File: config.mk
export PLATFORM = sky130hd
export DESIGN_NAME = wdtu_watchdog_timer
export DESIGN_NICKNAME = d
export VERILOG_FILES = /design/src/verilog/wdtu_pkg.sv /design/src/verilog/wdtu_low_power_rc_osc_osc.sv /design/src/verilog/wdtu_watchdog_timer.sv
export SDC_FILE = /design/constraint.sdc
export NUM_CORES = 1
export LEC_CHECK = 0
export BUFFER_PORTS_ARGS = -buffer_cell sky130_fd_sc_hd__clkbuf_2
export CORE_UTILIZATION = 55
export DETAILED_ROUTE_END_ITERATION = 10
export HOLD_SLACK_MARGIN = 0.02
export PLACE_DENSITY = 0.79
export SYNTH_ARGS = -nofsm -noshare
export SYNTH_HDL_FRONTEND = slang
export SYNTH_SLANG_ARGS = --single-unit
File: constraint.sdc
create_clock -name i_clk_sys -period 17.7 [get_ports i_clk_sys]
set_clock_uncertainty 0.15 [all_clocks]
set_input_delay 0 -clock i_clk_sys [delete_from_list [all_inputs] [get_ports i_clk_sys]]
set_output_delay 0 -clock i_clk_sys [all_outputs]
set_load 0.005 [all_outputs]
File: src/verilog/wdtu_pkg.sv
package wdtu_pkg;

    // timing: system clock and nominal watchdog oscillator rate
    localparam int unsigned SYS_CLK_HZ       = 100_000_000;
    localparam int unsigned RCO_FREQ_HZ      = 32_767;    // 32.767 kHz
    // one oscillator period in system cycles, rounded down
    localparam int unsigned RCO_DIV_CYCLES   = SYS_CLK_HZ / RCO_FREQ_HZ;

    // prescaler ratios and the base timeout they give
    localparam int unsigned PRE_DIV_SHORT    = 32;
    localparam int unsigned PRE_DIV_LONG     = 128;
    localparam int unsigned BASE_TMO_SHORT_MS = 1;
    localparam int unsigned BASE_TMO_LONG_MS  = 4;
    // longest reachable timeout, 4 ms times 1:32,768
    localparam int unsigned MAX_TMO_S        = 131;

    // counter widths
    localparam int unsigned POST_SEL_W       = 4;
    localparam int unsigned PRE_CNT_W        = 7;
    localparam int unsigned POST_CNT_W       = 15;
    localparam logic [PRE_CNT_W-1:0] PRE_LAST_SHORT =
        PRE_CNT_W'(PRE_DIV_SHORT - 1);
    localparam logic [PRE_CNT_W-1:0] PRE_LAST_LONG  =
        PRE_CNT_W'(PRE_DIV_LONG - 1);

    // cycles the configuration straps settle before capture
    localparam logic [1:0]  CFG_SETTLE_CYCLES = 2'h3;

    // register map, byte addresses
    localparam int unsigned ADDR_W           = 8;
    localparam logic [7:0]  REG_RESET_CAUSE  = 8'h00;
    localparam logic [7:0]  REG_CONFIG       = 8'h04;
    localparam logic [7:0]  REG_COUNT        = 8'h08;
    localparam logic [7:0]  REG_IRQ_STATUS   = 8'h0c;
    localparam logic [7:0]  REG_IRQ_MASK     = 8'h10;

    // reset_cause_reg field positions
    localparam int unsigned RC_SOFT_EN_BIT   = 5;
    localparam int unsigned RC_TIMEOUT_BIT   = 4;
    localparam int unsigned RC_SLEEP_BIT     = 3;
    localparam int unsigned RC_IDLE_BIT      = 2;

    // interrupt status and mask layout
    localparam int unsigned IRQ_W            = 3;
    localparam int unsigned IRQ_TIMEOUT_BIT  = 0;
    localparam int unsigned IRQ_EARLY_BIT    = 1;
    localparam int unsigned IRQ_WAKE_BIT     = 2;

    // values after reset
    localparam logic [IRQ_W-1:0] IRQ_MASK_RST = 3'h0;
    localparam logic [7:0]  CFG_RST          = 8'h00;

    // bus answers
    localparam logic [1:0]  RESP_OKAY        = 2'h0;
    localparam logic [1:0]  RESP_SLVERR      = 2'h2;

    // watchdog_config_word layout, bit 7 down to bit 0
    typedef struct packed {
        logic                  fixed_watchdog_enable; // bit 7
        logic                  window_disable;        // bit 6
        logic                  spare;                 // bit 5
        logic                  prescale_select;       // bit 4, 1 = /128
        logic [POST_SEL_W-1:0] postscale_select;      // bits 3:0
    } wdtu_cfg_t;

    // one-cycle events from the core
    typedef struct packed {
        logic clk_switch_done;  // clock switch finished
        logic psave_sleep;      // power_save_instr, sleep
        logic psave_idle;       // power_save_instr, idle
        logic wd_clear;         // watchdog_clear_instr
        logic wake_event;       // other wake source left sleep or idle
        logic dev_rst;          // any device reset
    } wdtu_cpu_evt_t;

    // power mode of the device as the watchdog sees it
    typedef enum logic [2:0] {
        PM_RUN   = 3'b001,
        PM_SLEEP = 3'b010,
        PM_IDLE  = 3'b100
    } wdtu_pmode_t;

    // axi4-lite master to slave
    typedef struct packed {
        logic              awvalid;
        logic [ADDR_W-1:0] awaddr;
        logic              wvalid;
        logic [31:0]       wdata;
        logic [3:0]        wstrb;
        logic              bready;
        logic              arvalid;
        logic [ADDR_W-1:0] araddr;
        logic              rready;
    } wdtu_axi_req_t;

    // axi4-lite slave to master
    typedef struct packed {
        logic        awready;
        logic        wready;
        logic        bvalid;
        logic [1:0]  bresp;
        logic        arready;
        logic        rvalid;
        logic [31:0] rdata;
        logic [1:0]  rresp;
    } wdtu_axi_rsp_t;

endpackage : wdtu_pkg

File: src/verilog/wdtu_low_power_rc_osc_osc.sv
// emulated low-power rc oscillator: one tick per nominal period
module wdtu_rc_osc
    import wdtu_pkg::*;
#(
    parameter int unsigned DIV = RCO_DIV_CYCLES
) (
    // clock and reset
    input  wire logic i_clk_sys,
    input  wire logic i_arst_n,
    // control
    input  wire logic i_enable,
    // output tick
    output logic      o_tick
);

    localparam int unsigned CW = $clog2(DIV);
    localparam logic [CW-1:0] LAST = CW'(DIV - 1);

    typedef struct packed {
        logic [CW-1:0] cnt;   // position within one period
        logic          tick;  // one-cycle pulse per period
    } wdtu_osc_state_t;

    wdtu_osc_state_t s;       // registered state
    wdtu_osc_state_t next_s;  // next state

    // divider runs only while enabled, so a disabled watchdog costs nothing
    always_comb begin
        next_s      = s;
        next_s.tick = 1'b0;
        if (!i_enable) begin
            next_s.cnt = '0;
        end else if (s.cnt == LAST) begin
            next_s.cnt  = '0;
            next_s.tick = 1'b1;
        end else begin
            next_s.cnt = s.cnt + CW'(1);
        end
    end

    // state register
    always_ff @(posedge i_clk_sys or negedge i_arst_n) begin
        if (!i_arst_n) begin
            s <= '0;
        end else begin
            s <= next_s;
        end
    end

    assign o_tick = s.tick;

endmodule : wdtu_rc_osc

File: src/verilog/wdtu_watchdog_timer.sv
// Overview of operation
// - watchdog clocked by rc oscillator, enabled together
// - prescaler divides by 32 or 128
// - base timeout 1 ms or 4 ms
// - 4-bit postscaler, ratios 1:1 to 1:32,768
// - timeouts span 1 ms to 131 s
// - completed clock switch clears all counters
// - entering sleep or idle clears counters
// - leaving sleep or idle clears counters
// - clear instruction clears counters while running
// - watchdog keeps counting in sleep and idle
// - timeout in sleep or idle only wakes
// - fixed enable bit forces watchdog permanently on
// - otherwise soft enable bit turns it on
// - device reset clears the soft enable
// - early clear outside last quarter resets
// - timeout flag sticks until software clears it
//
// Local design decisions: the register offsets and the AXI4-Lite interface to the registers.
module wdtu_watchdog_timer
    import wdtu_pkg::*;
#(
    parameter int unsigned RCO_DIV = RCO_DIV_CYCLES
) (
    // clock and reset
    input  wire logic          i_clk_sys,
    input  wire logic          i_arst_n,
    // configuration straps and core events
    input  wire wdtu_cfg_t     i_cfg,
    input  wire wdtu_cpu_evt_t i_evt,
    // register bus
    input  wire wdtu_axi_req_t i_axi,
    output wdtu_axi_rsp_t      o_axi,
    // watchdog actions
    output logic               o_wd_reset,
    output logic               o_wake,
    output logic               o_rco_en,
    output logic               o_irq
);

    typedef struct packed {
        wdtu_cfg_t               cfg_meta;   // strap synchroniser, stage 1
        wdtu_cfg_t               cfg_sync;   // strap synchroniser, stage 2
        wdtu_cfg_t               cfg;        // captured config word
        logic [1:0]              cfg_cnt;    // settle counter
        logic                    cfg_valid;  // config captured
        wdtu_pmode_t             pmode;      // run, sleep or idle
        logic                    soft_en;    // soft_watchdog_enable
        logic                    flag_tmo;   // watchdog_timeout_flag
        logic                    flag_sleep; // woke from sleep
        logic                    flag_idle;  // woke from idle
        logic [PRE_CNT_W-1:0]    pre_cnt;    // prescaler count
        logic [POST_CNT_W-1:0]   post_cnt;   // postscaler count
        logic [IRQ_W-1:0]        irq_stat;   // sticky events
        logic [IRQ_W-1:0]        irq_mask;   // event enables
        logic                    wd_reset;   // reset request pulse
        logic                    wake;       // wake pulse
        logic                    rco_en;     // oscillator enable
        logic                    irq;        // interrupt level
        logic                    aw_got;     // write address held
        logic [ADDR_W-1:0]       awaddr;     // held write address
        logic                    w_got;      // write data held
        logic [31:0]             wdata;      // held write data
        logic [3:0]              wstrb;      // held byte strobes
        wdtu_axi_rsp_t           axi;        // bus outputs
    } wdtu_top_state_t;

    wdtu_top_state_t s;       // registered state
    wdtu_top_state_t next_s;  // next state
    logic            rco_tick;  // one pulse per oscillator period

    // last postscaler count for a 1:2^sel ratio
    function automatic logic [POST_CNT_W-1:0] post_last(
        input logic [POST_SEL_W-1:0] sel
    );
        logic [POST_CNT_W:0] ratio;
        ratio     = (POST_CNT_W+1)'(1) << sel;
        post_last = POST_CNT_W'(ratio - (POST_CNT_W+1)'(1));
    endfunction : post_last

    // word-aligned address compare
    function automatic logic addr_is(
        input logic [ADDR_W-1:0] addr,
        input logic [7:0]        offs
    );
        addr_is = ({addr[ADDR_W-1:2], 2'h0} == offs);
    endfunction : addr_is

    // any mapped register
    function automatic logic addr_mapped(input logic [ADDR_W-1:0] addr);
        addr_mapped = addr_is(addr, REG_RESET_CAUSE) ||
                      addr_is(addr, REG_CONFIG) ||
                      addr_is(addr, REG_COUNT) ||
                      addr_is(addr, REG_IRQ_STATUS) ||
                      addr_is(addr, REG_IRQ_MASK);
    endfunction : addr_mapped

    // oscillator runs only while the watchdog does
    wdtu_rc_osc #(
        .DIV       (RCO_DIV)
    ) u_osc (
        .i_clk_sys (i_clk_sys),
        .i_arst_n  (i_arst_n),
        .i_enable  (s.rco_en),
        .o_tick    (rco_tick)
    );

    // combinational next state of the whole block
    always_comb begin
        logic                  wd_en;
        logic [PRE_CNT_W-1:0]  pre_last;
        logic [POST_CNT_W-1:0] plast;
        logic                  pre_tick;
        logic                  timeout;
        logic                  clr_run;
        logic                  early;
        logic                  clear_cnt;
        logic [21:0]           elapsed;
        logic [22:0]           period;
        logic [24:0]           el4;
        logic [24:0]           per3;
        logic                  win_open;
        logic [31:0]           rd;
        logic [IRQ_W-1:0]      ev;
        logic                  wr_rc;
        logic                  rd_clr;

        next_s           = s;
        next_s.wd_reset  = 1'b0;
        next_s.wake      = 1'b0;
        ev               = '0;
        wr_rc            = 1'b0;
        rd_clr           = 1'b0;
        rd               = 32'h0;

        // straps pass two flops, then are held once settled
        next_s.cfg_meta = i_cfg;
        next_s.cfg_sync = s.cfg_meta;
        if (!s.cfg_valid) begin
            next_s.cfg     = s.cfg_sync;
            next_s.cfg_cnt = s.cfg_cnt + 2'h1;
            if (s.cfg_cnt == CFG_SETTLE_CYCLES) begin
                next_s.cfg_valid = 1'b1;
            end
        end

        // fixed bit overrides the soft bit, so software cannot stop it
        wd_en = s.cfg_valid &&
                (s.cfg.fixed_watchdog_enable || s.soft_en);
        next_s.rco_en = wd_en;

        // prescaler wrap point chosen by prescale_select
        pre_last = s.cfg.prescale_select ? PRE_LAST_LONG
                                         : PRE_LAST_SHORT;
        plast    = post_last(s.cfg.postscale_select);
        pre_tick = wd_en && rco_tick && (s.pre_cnt == pre_last);
        // counting does not depend on power mode
        timeout  = pre_tick && (s.post_cnt == plast);

        // elapsed and full period in oscillator ticks
        if (s.cfg.prescale_select) begin
            elapsed = {s.post_cnt, s.pre_cnt};
            period  = {1'b0, 15'h0, 7'h0} +
                      ({8'h0, plast} + 23'h1) * 23'(PRE_DIV_LONG);
        end else begin
            elapsed = {2'h0, s.post_cnt, s.pre_cnt[4:0]};
            period  = ({8'h0, plast} + 23'h1) * 23'(PRE_DIV_SHORT);
        end
        el4      = {1'b0, elapsed, 2'h0};
        per3     = {2'h0, period} + {1'b0, period, 1'b0};
        // open once three quarters of the period have gone by
        win_open = (el4 >= per3);

        // clear instruction only counts during normal execution
        clr_run = i_evt.wd_clear && (s.pmode == PM_RUN);
        early   = clr_run && wd_en && !s.cfg.window_disable &&
                  !win_open;

        // counters restart on every clearing event
        clear_cnt = !wd_en || timeout || i_evt.dev_rst ||
                    i_evt.clk_switch_done ||
                    clr_run;

        // power mode sequencing
        unique case (s.pmode)
            PM_RUN: begin
                if (i_evt.psave_sleep) begin
                    next_s.pmode      = PM_SLEEP;
                    next_s.flag_sleep = 1'b1;
                    clear_cnt         = 1'b1;
                end else if (i_evt.psave_idle) begin
                    next_s.pmode     = PM_IDLE;
                    next_s.flag_idle = 1'b1;
                    clear_cnt        = 1'b1;
                end
                if (timeout || early) begin
                    // a running device is reset, not woken
                    next_s.wd_reset  = 1'b1;
                end
            end
            PM_SLEEP, PM_IDLE: begin
                if (timeout) begin
                    // wake only; the core resumes after the power-save
                    next_s.pmode = PM_RUN;
                    next_s.wake  = 1'b1;
                    clear_cnt    = 1'b1;
                    ev[IRQ_WAKE_BIT] = 1'b1;
                end else if (i_evt.wake_event) begin
                    next_s.pmode = PM_RUN;
                    clear_cnt    = 1'b1;
                end
            end
            default: begin
                // illegal code: fall back to running
                next_s.pmode = PM_RUN;
                clear_cnt    = 1'b1;
            end
        endcase

        // device reset returns to run and drops the soft enable
        if (i_evt.dev_rst) begin
            next_s.pmode   = PM_RUN;
            next_s.soft_en = 1'b0;
        end

        // counter update
        if (clear_cnt) begin
            next_s.pre_cnt  = '0;
            next_s.post_cnt = '0;
        end else if (pre_tick) begin
            next_s.pre_cnt  = '0;
            next_s.post_cnt = s.post_cnt + POST_CNT_W'(1);
        end else if (wd_en && rco_tick) begin
            next_s.pre_cnt = s.pre_cnt + PRE_CNT_W'(1);
        end

        // events for the interrupt status
        ev[IRQ_TIMEOUT_BIT] = timeout;
        ev[IRQ_EARLY_BIT]   = early;

        // --- axi4-lite write channel ---
        if (i_axi.awvalid && s.axi.awready) begin
            next_s.aw_got = 1'b1;
            next_s.awaddr = i_axi.awaddr;
        end
        if (i_axi.wvalid && s.axi.wready) begin
            next_s.w_got = 1'b1;
            next_s.wdata = i_axi.wdata;
            next_s.wstrb = i_axi.wstrb;
        end
        if (s.axi.bvalid && i_axi.bready) begin
            next_s.axi.bvalid = 1'b0;
        end
        // commit once both halves are held and no answer is pending
        if (s.aw_got && s.w_got && !s.axi.bvalid) begin
            next_s.aw_got     = 1'b0;
            next_s.w_got      = 1'b0;
            next_s.axi.bvalid = 1'b1;
            next_s.axi.bresp  = addr_mapped(s.awaddr) ? RESP_OKAY
                                                      : RESP_SLVERR;
            // all fields live in byte lane 0
            if (s.wstrb[0]) begin
                if (addr_is(s.awaddr, REG_RESET_CAUSE)) begin
                    wr_rc = 1'b1;
                end
                if (addr_is(s.awaddr, REG_IRQ_MASK)) begin
                    next_s.irq_mask = s.wdata[IRQ_W-1:0];
                end
            end
        end

        // writing zero clears a flag; a hardware set below still wins
        if (wr_rc) begin
            if (!i_evt.dev_rst) begin
                next_s.soft_en = s.wdata[RC_SOFT_EN_BIT];
            end
            if (!s.wdata[RC_TIMEOUT_BIT]) begin
                next_s.flag_tmo = 1'b0;
            end
            if (!s.wdata[RC_SLEEP_BIT] && !i_evt.psave_sleep) begin
                next_s.flag_sleep = 1'b0;
            end
            if (!s.wdata[RC_IDLE_BIT] && !i_evt.psave_idle) begin
                next_s.flag_idle = 1'b0;
            end
        end
        // timeout flag is set by any watchdog expiry or early clear
        if (timeout || early) begin
            next_s.flag_tmo = 1'b1;
        end

        // --- axi4-lite read channel ---
        if (s.axi.rvalid && i_axi.rready) begin
            next_s.axi.rvalid = 1'b0;
        end
        if (i_axi.arvalid && s.axi.arready) begin
            if (addr_is(i_axi.araddr, REG_RESET_CAUSE)) begin
                rd[RC_SOFT_EN_BIT] = s.soft_en;
                rd[RC_TIMEOUT_BIT] = s.flag_tmo;
                rd[RC_SLEEP_BIT]   = s.flag_sleep;
                rd[RC_IDLE_BIT]    = s.flag_idle;
            end else if (addr_is(i_axi.araddr, REG_CONFIG)) begin
                rd[7:0] = s.cfg;
            end else if (addr_is(i_axi.araddr, REG_COUNT)) begin
                rd[21:0] = {s.post_cnt, s.pre_cnt};
            end else if (addr_is(i_axi.araddr, REG_IRQ_STATUS)) begin
                rd[IRQ_W-1:0] = s.irq_stat;
                rd_clr        = 1'b1;
            end else if (addr_is(i_axi.araddr, REG_IRQ_MASK)) begin
                rd[IRQ_W-1:0] = s.irq_mask;
            end
            next_s.axi.rvalid = 1'b1;
            next_s.axi.rdata  = rd;
            next_s.axi.rresp  = addr_mapped(i_axi.araddr) ? RESP_OKAY
                                                          : RESP_SLVERR;
        end

        // read clears status, then new events set it again
        next_s.irq_stat = (rd_clr ? '0 : s.irq_stat) | ev;
        next_s.irq      = |(next_s.irq_stat & next_s.irq_mask);

        // ready flags track the held halves and pending answers
        next_s.axi.awready = !next_s.aw_got && !next_s.axi.bvalid;
        next_s.axi.wready  = !next_s.w_got && !next_s.axi.bvalid;
        next_s.axi.arready = !next_s.axi.rvalid;
    end

    // state register; power-on reset restores every default
    always_ff @(posedge i_clk_sys or negedge i_arst_n) begin
        if (!i_arst_n) begin
            s          <= '0;
            s.cfg_meta <= CFG_RST;
            s.cfg_sync <= CFG_RST;
            s.cfg      <= CFG_RST;
            s.pmode    <= PM_RUN;
            s.irq_mask <= IRQ_MASK_RST;
        end else begin
            s <= next_s;
        end
    end

    // outputs straight from flops
    assign o_axi       = s.axi;
    assign o_wd_reset  = s.wd_reset;
    assign o_wake      = s.wake;
    assign o_rco_en    = s.rco_en;
    assign o_irq       = s.irq;

endmodule : wdtu_watchdog_timer
After elaboration in Yosys (flattened, before gate mapping):

Cells that the tools add are included.

* add/sub/neg operators: 7
* magnitude comparators: 1
* eq/ne operators: 18
* shift-type cells: 1
* mux-type cells: 69
* bitwise logic cells: 2
* reductions and logical operators: 54

Operators with widths (number)
* $mux 22: 2
* $mux 37: 1
* $mux 3: 12
* $mux 35: 1
* $mux 1: 32
* $add 23x24->25: 1
* $ge 24x25->1: 1
* $eq 6x2->1 const B: 4
* $mux 12: 2
* $mux 23: 1
* $mux 7: 3
* $logic_and 1x1->1: 19
* $mux 19: 1
* $add 15x1->16 const B: 1
* $mux 16: 1
* $add 15x1->15 const B: 1
* $eq 15x15->1: 1
* $mux 15: 1
* $shl 1x4->15 const A: 1
* $sub 15x1->15 const B: 1
* $logic_or 1x1->1: 14
* $mux 14: 1
* $add 12x1->12 const B: 1
* $eq 12x12->1 const B: 1
* other kinds (26): 48

* flip-flop bits (word level): 156
* input bits: 73
* logic and storage cells: 197

Logic depth before layout (Yosys ltp):

Gate-level depths: netlist of the first run.

* word-level depth: 13
* gate-level depth with buffers: 31

By module:

A second synthesis of the first run with hierarchy kept.

* cells, all modules: 872
* area, all modules: 8151.6 um^2

By module, submodules not included
* wdtu_watchdog_timer: times used 1, cells an instance 810, area an instance 7478.4 um^2, seq. area each 2753.9 um^2
* wdtu_rc_osc: times used 1, cells an instance 62, area an instance 673.1 um^2, seq. area each 325.3 um^2

Worst setup path before layout of the first run:

Ideal clock, no wire load.

* path kind: reg2reg
* from: register s[131] in the netlist's numbering
* to: register s (netlist bit o_irq)
* library setup time: 0.091 ns
* arrival time: 5.576 ns
* data required time: 17.459 ns
* path slack: 11.883 ns
* cell stages (with the launch flop): 31
* path buffers: 5
* clock period less this slack: 5.817 ns
* cells stage by stage: dfrtp_1 buf_2 buf_4 clkbuf_1 nor2_1 nand2_1 ha_1 buf_2 buf_1 xnor2_1 nand2_1 mux2i_1 nand3b_1 o31ai_1 ha_1 nor2b_1 o21a_1 o32a_1 a31o_1 a311oi_2 o21bai_1 a21oi_1 xor2_1 ha_1 a21o_1 a21oi_1 a21oi_1 o21ai_0 a41oi_1 a21o_1 o221ai_1

RTL lines
* from (decl): line wdtu_watchdog_timer.sv:68 `wdtu_top_state_t s;`
* from (signal assigned): line wdtu_watchdog_timer.sv:338 `s <= next_s;`

==> results of run 1 <==
[synth_stat cells (5+ instances only)]
library cell	instances	share of area, %
dfrtp_1	122	39
nor2_1	76	3.6
nand2_1	56	2.7
ha_1	44	7.0
a21oi_1	42	2.7
buf_4	42	4.0
o21ai_0	41	2.6
mux2_2	38	5.4
xnor2_1	32	3.6
xor2_1	30	3.3
inv_1	28	1.3
nand3_1	26	1.7
clkbuf_1	22	1.1
nor3_1	22	1.4
a22o_1	19	2.1
buf_2	11	0.70
nor2b_1	11	0.88
a21o_1	10	0.95
o31ai_1	10	0.95
buf_1	8	0.38
mux2i_1	8	1.0
nor4_1	8	0.64
and3_1	7	0.56
a22oi_1	6	0.57
a31oi_1	6	0.48
nand4_1	6	0.48
a211oi_1	5	0.48
and2_1	5	0.40
nand4b_1	5	0.56
nor3b_1	5	0.48
or2_2	5	0.40
or3_1	5	0.40
[sequential cells by signal, indices dropped and copies added (netlist names)]
signal,flops
s,69
o_axi,29
u_osc.s,12
next_s,8
o_irq,1
o_rco_en,1
o_wake,1
o_wd_reset,1
u_osc.o_tick,1
[layout by cell type, fill, tap and decap left out, types with 6 or more instances in the layout]
master,netlist,final
dfrtp_1,122,121
nor2_1,76,76
clkbuf_2,0,71
nand2_1,56,56
dlygate4sd3_1,0,49
ha_1,44,44
a21oi_1,42,42
o21ai_0,41,41
mux2_2,38,38
xnor2_1,32,32
xor2_1,30,30
inv_1,28,28
nand3_1,26,26
nor3_1,22,22
a22o_1,19,19
clkbuf_16,0,17
conb_1,1,12
nor2b_1,11,11
o31ai_1,10,10
a21o_1,10,10
buf_4,42,9
mux2i_1,8,8
and3_1,7,7
nor4_1,8,7
a22oi_1,6,6
nand4_1,6,6
a31oi_1,6,6
[kinds of logic (layout without fill, tap and decap cells)]
group / Yosys count / count (layout)
mux: 47 / 47
fa+ha+maj: 45 / 45
other cells: 1 / 12
simple gates: 263 / 263
xor+xnor: 62 / 62
buf+inv: 111 / 189
flops: 123 / 123
compound gates: 178 / 178
[routing by layer]
layer  up-vias  global-route usage [%]  wire (µm)
li1       3058                       -          -
met1      3026                    32.4       7910
met2       189                    40.7       8340
met3        20                    5.10        782
met4         0                    9.65        377
met5         -                       0          0
[worst min-delay path: stages]
cell	delay [ns]
clkbuf_2	0.08
nor2_1	0.04
nand4_2	0.38
a21oi_1	0.08
[area by class of cell]
cell class / count / area, µm²
Sequential cell: 123 / 3080
Multi-Input combinational cell: 607 / 4240
Tap cell: 180 / 225
Clock inverter: 13 / 168
Fill cell: 1045 / 4750
Clock buffer: 18 / 429
Timing Repair Buffer: 130 / 933
Inverter: 28 / 105
[final timing paths]
path	start	end	slack, ns	depth (start not counted)
min	i_evt[5]	s[113]	0.05	4
max reg2reg	s[129]	o_irq	11.08	25
min in group asynchronous	i_arst_n	s[114]	0.48	4
max	s[129]	o_irq	11.08	25
max in group asynchronous	i_arst_n	o_axi[17]	15.90	4
min reg2reg	next_s[139]	s[139]	0.19	0
[what timing repair did]
item / in CTS / in global routing
hold buffers: 50 / 0
endpoints found under the hold margin: 85 / 0
setup endpoints to repair: 0 / 0
[stage by stage]
stage / total power (µW) / worst slack (ns) / utilization [%] / std cells
floorplan: 447 / 11.88 / - / 841
global placement: 476 / 11.23 / 58.0 / 1018
detailed placement: 483 / 11.17 / 58.0 / 1018
CTS: 853 / 11.16 / 65.9 / 1099
global route: 894 / 10.57 / 65.9 / 1099
finish: 853 / 11.08 / 65.9 / 1099
[power groups by stage]
stage                     registers, µW  logic, µW  clock network, µW
after global routing                338        188                368
after detailed placement            338        145                  0
after floorplan                     330        117                  0
after global placement              336        140                  0
after CTS                           333        166                353
final                               335        170                348
==> metrics.txt, run 1 <==
critical path's largest stage delay 0.78 ns; DRC Markers 0; Routed WL per cell 15.8 µm; number of flops mapped to enable cells by yosys 0; Relative slew margins 30.3%; area share of fa/ha/maj cells after synthesis 7.26%; fmax 151 MHz; routed vias/inst 5.73; WHS 0.0540 ns; largest net degree at the start of global routing 87; RSZ-0062 raised after global routing no; Sw Share 27.6%; number of synthesized register bits 123; CP most frequent cell a21oi_1; CTS tree yes; Final Cell Area 0.00919 mm²; Synthesis Warnings 0; Flop pwr share 39.3%; ANT cells 0; worst-path fanout max 20; Simple-Gate Fraction of Synth Area 17.1%; gp weighted congestion 0.882; worst skew pair latency 0.43 ns; Lkg Pwr 0.00416 µW; P_sw 235 µW; Root Buffer clkbuf_16; Die Ht 122 µm; Synth Cell Area 0.00786 mm²; I/O Pins 118; Peak VDD IR 115 µV; vias in the first global route 5960; Final #Nets 1025; mux share of post-synthesis cell area 6.75%; Critical Path RT 17.87 ns; CP delay by family, top compound AO/OA/AOI/OAI gates; first-pass GRT wire length 28700 µm; Port Buffers 72; via count 6293; DRT iter0 DRCs 509; Core ar. 0.0139 mm²; logic gate share of total power 19.9%; WS Path Type flop to flop; number of antenna violations at the first check in global routing 0; area grow syn2layout 16.8%; cell count after synthesis 830; Fin. Hold Viols 0; fraction of synthesized cell area in xor and xnor cells 6.91%; DP HPWL 11500 µm; setup violators final 0; Initial Util 56.4%; clock share of power 40.8%; Post-DRT Antenna Nets 0; minimum clock period 6.62 ns; GR Overflow Total 0; Setup crit end kind flop; GRT Resource Usage Total 24.9%; largest family of logic cells by synthesized area simple AND/OR/NAND/NOR gates; post-route clock period utilization 37.4%; post-CTS setup buffer count 0; worst-case clock buffer depth 2; Hold WC Path Type primary input to flop; Main synth FF type dfrtp_1; CP startpoint kind flop; die width 122 µm; max_cap viols 0; Final Max Slew Viols 0; syn_area_per_cell 9.47 µm²; Async S/R FF share, synth 100%; Die Area 0.0148 mm²; Inserted Clock Buffers 17; Sink Count 123; Synth Area in Compound Gates 15.3%; setup TNS 0 ns; Area after DPL 0.00808 mm²; Int Power 618 µW; Worst EP arrival 6.79 ns; final WL 17400 µm; row cnt 43; Reg clk slew, reported paths 0.06 ns; Cell Pwr Density 92.9 mW/mm²; Worst path slowest cell dfrtp_1; Slew @ Worst Pin 1.05 ns; CTS H-tree depth 4; layout cell share with drive strength beyond 1 19.0%; CP Buf/Inv Count 0; Seq/Total Area, Yosys 39.2%; Distinct cells, synth 78; CTS resizes 0; DRT Pass-1 Iters 6; status completed
No activity file was read; power rests on OpenSTA's default activity.
==> run 2: changes to the inputs <==
==> constraint.sdc (replaced) <==
create_clock -name i_clk_sys -period 6.9 [get_ports i_clk_sys]
set_clock_uncertainty 0.15 [all_clocks]
set_input_delay 0 -clock i_clk_sys [delete_from_list [all_inputs] [get_ports i_clk_sys]]
set_output_delay 0 -clock i_clk_sys [all_outputs]
set_load 0.005 [all_outputs]
==> run 2 against run 1 <==
Net effect: critical endpoint unchanged; worst hold slack worse by 0.0039 ns; count of clock-buffer cells in the layout increased by 2; global-route usage fell by 0.58 points.
==> metrics.txt, run 2 (synthesis results as in run 1) <==
status completed; routed vias/inst 5.76; final WL 17100 µm; Reg clk slew, reported paths 0.06 ns; CP delay by family, top compound AO/OA/AOI/OAI gates; Hold WC Path Type primary input to flop; WS Path Type flop to flop; Sink Count 123; Inst Count DP 1020; Die Ht 122 µm; critical path's largest stage delay 0.45 ns; Critical Path End o_irq; worst-path fanout max 7; RSZ-0062 raised after global routing no; post-route clock period utilization 89.5%; vias in the first global route 5979; Critical Path RT 7.07 ns; worst flop-to-flop path startpoint s[132]; Port Buffers 72; setup TNS 0 ns; Crit. Startpoint s[132]; setup violators final 0; GRT Resource Usage Total 24.3%; area grow syn2layout 16.7%; r2r setup slk 0.72 ns; Final #Nets 1026; first-pass GRT wire length 28100 µm; Fin. Hold Viols 0; worst skew pair latency 0.41 ns; Core ar. 0.0139 mm²; DRT iter0 DRCs 437; fill count 1044; gp weighted congestion 0.895; Largest register FFs 69; DP HPWL 11500 µm; Cell Pwr Density 236 mW/mm²; commonest non-fill, non-tap cell in the layout dfrtp_1; via count 6343; DRC Markers 0; Initial Util 56.4%; I/O Pins 118; Setup crit end kind flop; Biggest register s; fmax 162 MHz; worst-case clock buffer depth 2; CTS tree yes; largest net degree at the start of global routing 86; CTS H-tree depth 4; r2r worst-path depth 25; post-CTS setup buffer count 0; CP startpoint kind flop; Die Area 0.0148 mm²; Final Max Slew Viols 0; Worst EP arrival 6.35 ns; fin cells 1101; Inserted Clock Buffers 17; Routed WL per cell 15.5 µm; Levels on crit path 25; GR Overflow Total 0; reg-to-reg critical path endpoint o_irq; commonest cells after routing, fill and taps aside 121 x dfrtp_1, 76 x nor2_1, 71 x clkbuf_2; number of antenna violations at the first check in global routing 0; CP most frequent cell a21oi_1; Root Buffer clkbuf_16; ANT cells 0; layout cell share with drive strength beyond 1 19.2%; Peak VDD IR 165 µV; Relative slew margins 31.9%; die width 122 µm; Post-DRT Antenna Nets 0; DRT Pass-1 Iters 5; Lkg Pwr 0.00415 µW; row cnt 43; CP Buf/Inv Count 0; WHS 0.0501 ns; Place WS 0.797 ns; minimum clock period 6.18 ns; Slew @ Worst Pin 1.02 ns; max_cap viols 0; PnR worst setup slack 0.722 ns; Worst path slowest cell ha_1
[run 2: metal layers]
layer / GRT usage, % / up-vias / wire (µm)
li1: - / 3057 / -
met1: 32.4 / 3041 / 7800
met2: 39.2 / 213 / 7920
met3: 4.12 / 32 / 906
met4: 10.1 / 0 / 468
met5: 0 / - / 0
[run 2: cell type report]
class	count	area [µm²]	area share, %
clock buffer	20	447	4.87
inverter	28	105	1.15
tap	180	225	2.45
multi-input combinational	607	4240	46.2
sequential	123	3080	33.6
clock inverter	12	139	1.51
timing repair buffer	131	938	10.2
[run 2: report_power, final]
| part | internal, µW | total [µW] | switching [µW] |
|---|---|---|---|
| Sequential | 803 | 858 | 55.5 |
| Clock | 545 | 878 | 333 |
| Combinational | 213 | 430 | 217 |
| Total | 1560 | 2170 | 605 |
[run 2: worst min path at each step]
| stage | depth (start not counted) | start | slack [ns] | end |
|---|---|---|---|---|
| global placement | 1 | i_arst_n | -0.16 | u_osc.s[1] |
| global route | 2 | i_cfg[2] | 0.07 | next_s[139] |
| finish | 4 | i_evt[5] | 0.05 | s[113] |
| CTS | 4 | i_axi[3] | 0.04 | s[94] |
| floorplan | 0 | i_arst_n | -0.45 | next_s[137] |
| detailed placement | 1 | i_arst_n | -0.16 | u_osc.s[3] |
[run 2: tightest hold or removal path, cell delays in order]
cell and delay (ns):
clkbuf_2 0.07, nor2_1 0.05, nand4_2 0.37, a21oi_1 0.08
[run 2: what timing repair did]
action,in CTS,in global routing
hold endpoints to repair,87,0
hold buffers,49,0
setup endpoints to repair,0,0
resized for setup,0,0
[run 2: per-stage QoR]
step	power [µW]	area [µm²]	util, %
after floorplan	1150	7910	-
after global placement	1220	8090	58.1
after detailed placement	1240	8090	58.1
after CTS	2170	9180	65.9
after global routing	2270	9180	65.9
final	2170	9180	65.9
==> run 3: changes to the inputs <==
--- a/config.mk
+++ b/config.mk
@@ -12,4 +12,5 @@
 export PLACE_DENSITY = 0.79
 export SYNTH_ARGS = -nofsm -noshare
 export SYNTH_HDL_FRONTEND = slang
+export SYNTH_HIERARCHICAL = 1
 export SYNTH_SLANG_ARGS = --single-unit
==> run 3 against run 2 <==
Net effect: via count rose by 7.7%; count of clock-buffer cells in the layout fell by 3; maximum frequency shrank 3.9%; sequential cell count unchanged; largest power group unchanged.
==> metrics.txt, run 3 <==
DRT iter0 DRCs 518; Synthesis Warnings 6; Largest register FFs 69; GR Overflow Total 0; Inserted Clock Buffers 17; Die Ht 124 µm; PnR Total Power 2230 µW; DRT Pass-1 Iters 5; Fin. Hold Viols 0; Post-DRT Antenna Nets 0; CTS tree yes; Final #Nets 1076; Worst EP arrival 6.58 ns; Critical Path RT 7.06 ns; Post-synth top cells 122 x dfrtp_1, 73 x nor2_1, 71 x nand2_1; Synth area leaders dfrtp_1 37%, ha_1 6.8%, mux2_2 5.4%; Routed WL per cell 17.6 µm; top-area cell type share of the netlist area 37.5%; first-pass GRT wire length 33300 µm; cell count after synthesis 872; Area after DPL 0.00833 mm²; gp weighted congestion 0.910; fill count 1050; Peak VDD IR 283 µV; largest net degree at the start of global routing 79; via count 6834; Setup crit end kind flop; row cnt 44; Hold WC Path Type primary input to flop; Biggest register s; Synth Cell Area 0.00815 mm²; Initial Util 56.3%; DP HPWL 13100 µm; die width 124 µm; Cell Pwr Density 235 mW/mm²; Final Max Slew Viols 0; CTS H-tree depth 4; Seq/Total Area, Yosys 37.8%; Port Buffers 72; GRT Resource Usage Total 28.5%; I/O Pins 118; register area 0.00308 mm²; setup TNS 0 ns; fmax 156 MHz; setup violators final 0; Distinct cells, synth 75; area grow syn2layout 16.8%; DRC Markers 0; Final Cell Area 0.00952 mm²; Die Area 0.0153 mm²; status completed; Reg clk slew, reported paths 0.07 ns; Inst Count DP 1065; CP startpoint kind flop; vias in the first global route 6885; minimum clock period 6.43 ns; Lkg Pwr 0.00427 µW; number of flops mapped to enable cells by yosys 0; post-route clock period utilization 93.1%; number of antenna violations at the first check in global routing 0; commonest non-fill, non-tap cell in the layout dfrtp_1; ANT cells 0; Sink Count 123; Slew @ Worst Pin 0.961 ns; Core ar. 0.0145 mm²; routed vias/inst 5.92; WS Path Type flop to flop; worst-path fanout max 8; max_cap viols 0; syn_area_per_cell 9.35 µm²; worst-case clock buffer depth 2; worst skew pair latency 0.43 ns; commonest cells after routing, fill and taps aside 122 x dfrtp_1, 73 x nor2_1, 71 x nand2_1, 71 x clkbuf_2, 57 x dlygate4sd3_1; Relative slew margins 36.0%; Root Buffer clkbuf_16; most frequent cell after synthesis dfrtp_1; Async S/R FF share, synth 100%; fin cells 1155; layout cell share with drive strength beyond 1 18.7%; final WL 20400 µm; area of the multi-input gates 0.00447 mm²; Synth area leader dfrtp_1; CTS resizes 0; RSZ-0062 raised after global routing no; Main synth FF type dfrtp_1; number of synthesized register bits 123
## run 3: changes by cell type after synthesis, moves of 7 or more
cell      previous run  this run
nand2_1             56        71
nand2b_1             4        15
xnor2_1             32        21
xor2_1              30        23
## run 3: cells by family (layout without fill, tap and decap cells)
| kind of cell | after synthesis | in the layout | synth area share, % |
|---|---|---|---|
| xor+xnor | 45 | 45 | 4.93 |
| compound gates | 206 | 206 | 17.6 |
| fa+ha+maj | 45 | 45 | 7.00 |
| flops | 123 | 123 | 37.8 |
| buf+inv | 112 | 200 | 7.87 |
| simple gates | 292 | 292 | 18.3 |
| mux | 48 | 48 | 6.49 |
| other cells | 1 | 12 | 0.0460 |
## run 3: cell type report
| cell class | instances | area share [%] |
|---|---|---|
| Clock buffer | 17 | 4.47 |
| Clock inverter | 15 | 1.85 |
| Inverter | 27 | 1.06 |
| Multi-Input combinational cell | 648 | 47.0 |
| Sequential cell | 123 | 32.3 |
| Tap cell | 184 | 2.42 |
| Timing Repair Buffer | 141 | 10.9 |
## run 3: through the flow
step | setup slack (ns) | hold WS (ns) | util (%)
after CTS | 0.573 | 0.0439 | 65.8
final | 0.474 | 0.0724 | 65.8
after detailed placement | 0.594 | -0.132 | 57.5
after global routing | 0.0895 | 0.0680 | 65.8
after floorplan | 0.372 | -0.446 | -
after global placement | 0.664 | -0.132 | 57.5
## run 3: worst paths after layout
| check | startpoint | endpoint | slack (ns) | cells past startpoint |
|---|---|---|---|---|
| worst max-delay path | s[131] | o_irq | 0.47 | 26 |
| min in group asynchronous | i_arst_n | s[83] | 0.50 | 4 |
| worst min-delay path | i_axi[3] | s[96] | 0.07 | 4 |
| max in group asynchronous | i_arst_n | o_axi[18] | 5.16 | 4 |
| worst max register to register | s[131] | o_irq | 0.47 | 26 |
| worst min register to register | next_s[138] | s[138] | 0.20 | 0 |
## run 3: critical path: stages, from the launching register on
cell and delay [ns]:
dfrtp_1 0.39, nor2_1 0.13, buf_4 0.18, nand2_1 0.17, ha_1 0.46, nand2b_1 0.26
nand2_1 0.09, o21ai_0 0.10, a221oi_1 0.26, a21oi_1 0.10, ha_1 0.34, or4_1 0.51
o21ai_0 0.15, o311ai_0 0.19, a21oi_1 0.25, o21ai_0 0.16, a221o_1 0.37, nor4_1 0.25
nor3_1 0.09, ha_1 0.31, o2111ai_1 0.13, a21oi_1 0.12, o21ai_0 0.09, a221oi_1 0.29
nor2_1 0.10, a211o_1 0.31, a221o_1 0.35
## run 3: power by group
part	switching (µW)	leakage (µW)	internal (µW)
clock network	368	0.000290	545
logic	229	0.00241	228
registers	62.1	0.00157	802
## run 3: routing by layer
| metal | wire length (µm) | GRT usage, % |
|---|---|---|
| met1 | 8620 | 35.3 |
| met3 | 1200 | 5.49 |
| met2 | 9790 | 47.0 |
| met5 | 0 | 0 |
| met4 | 767 | 14.6 |
## run 3: repair_timing
item | 4_1_cts | 5_1_grt
buffers inserted | 0 | 0
hold endpoints to repair | 95 | 0
hold buffers | 58 | 0
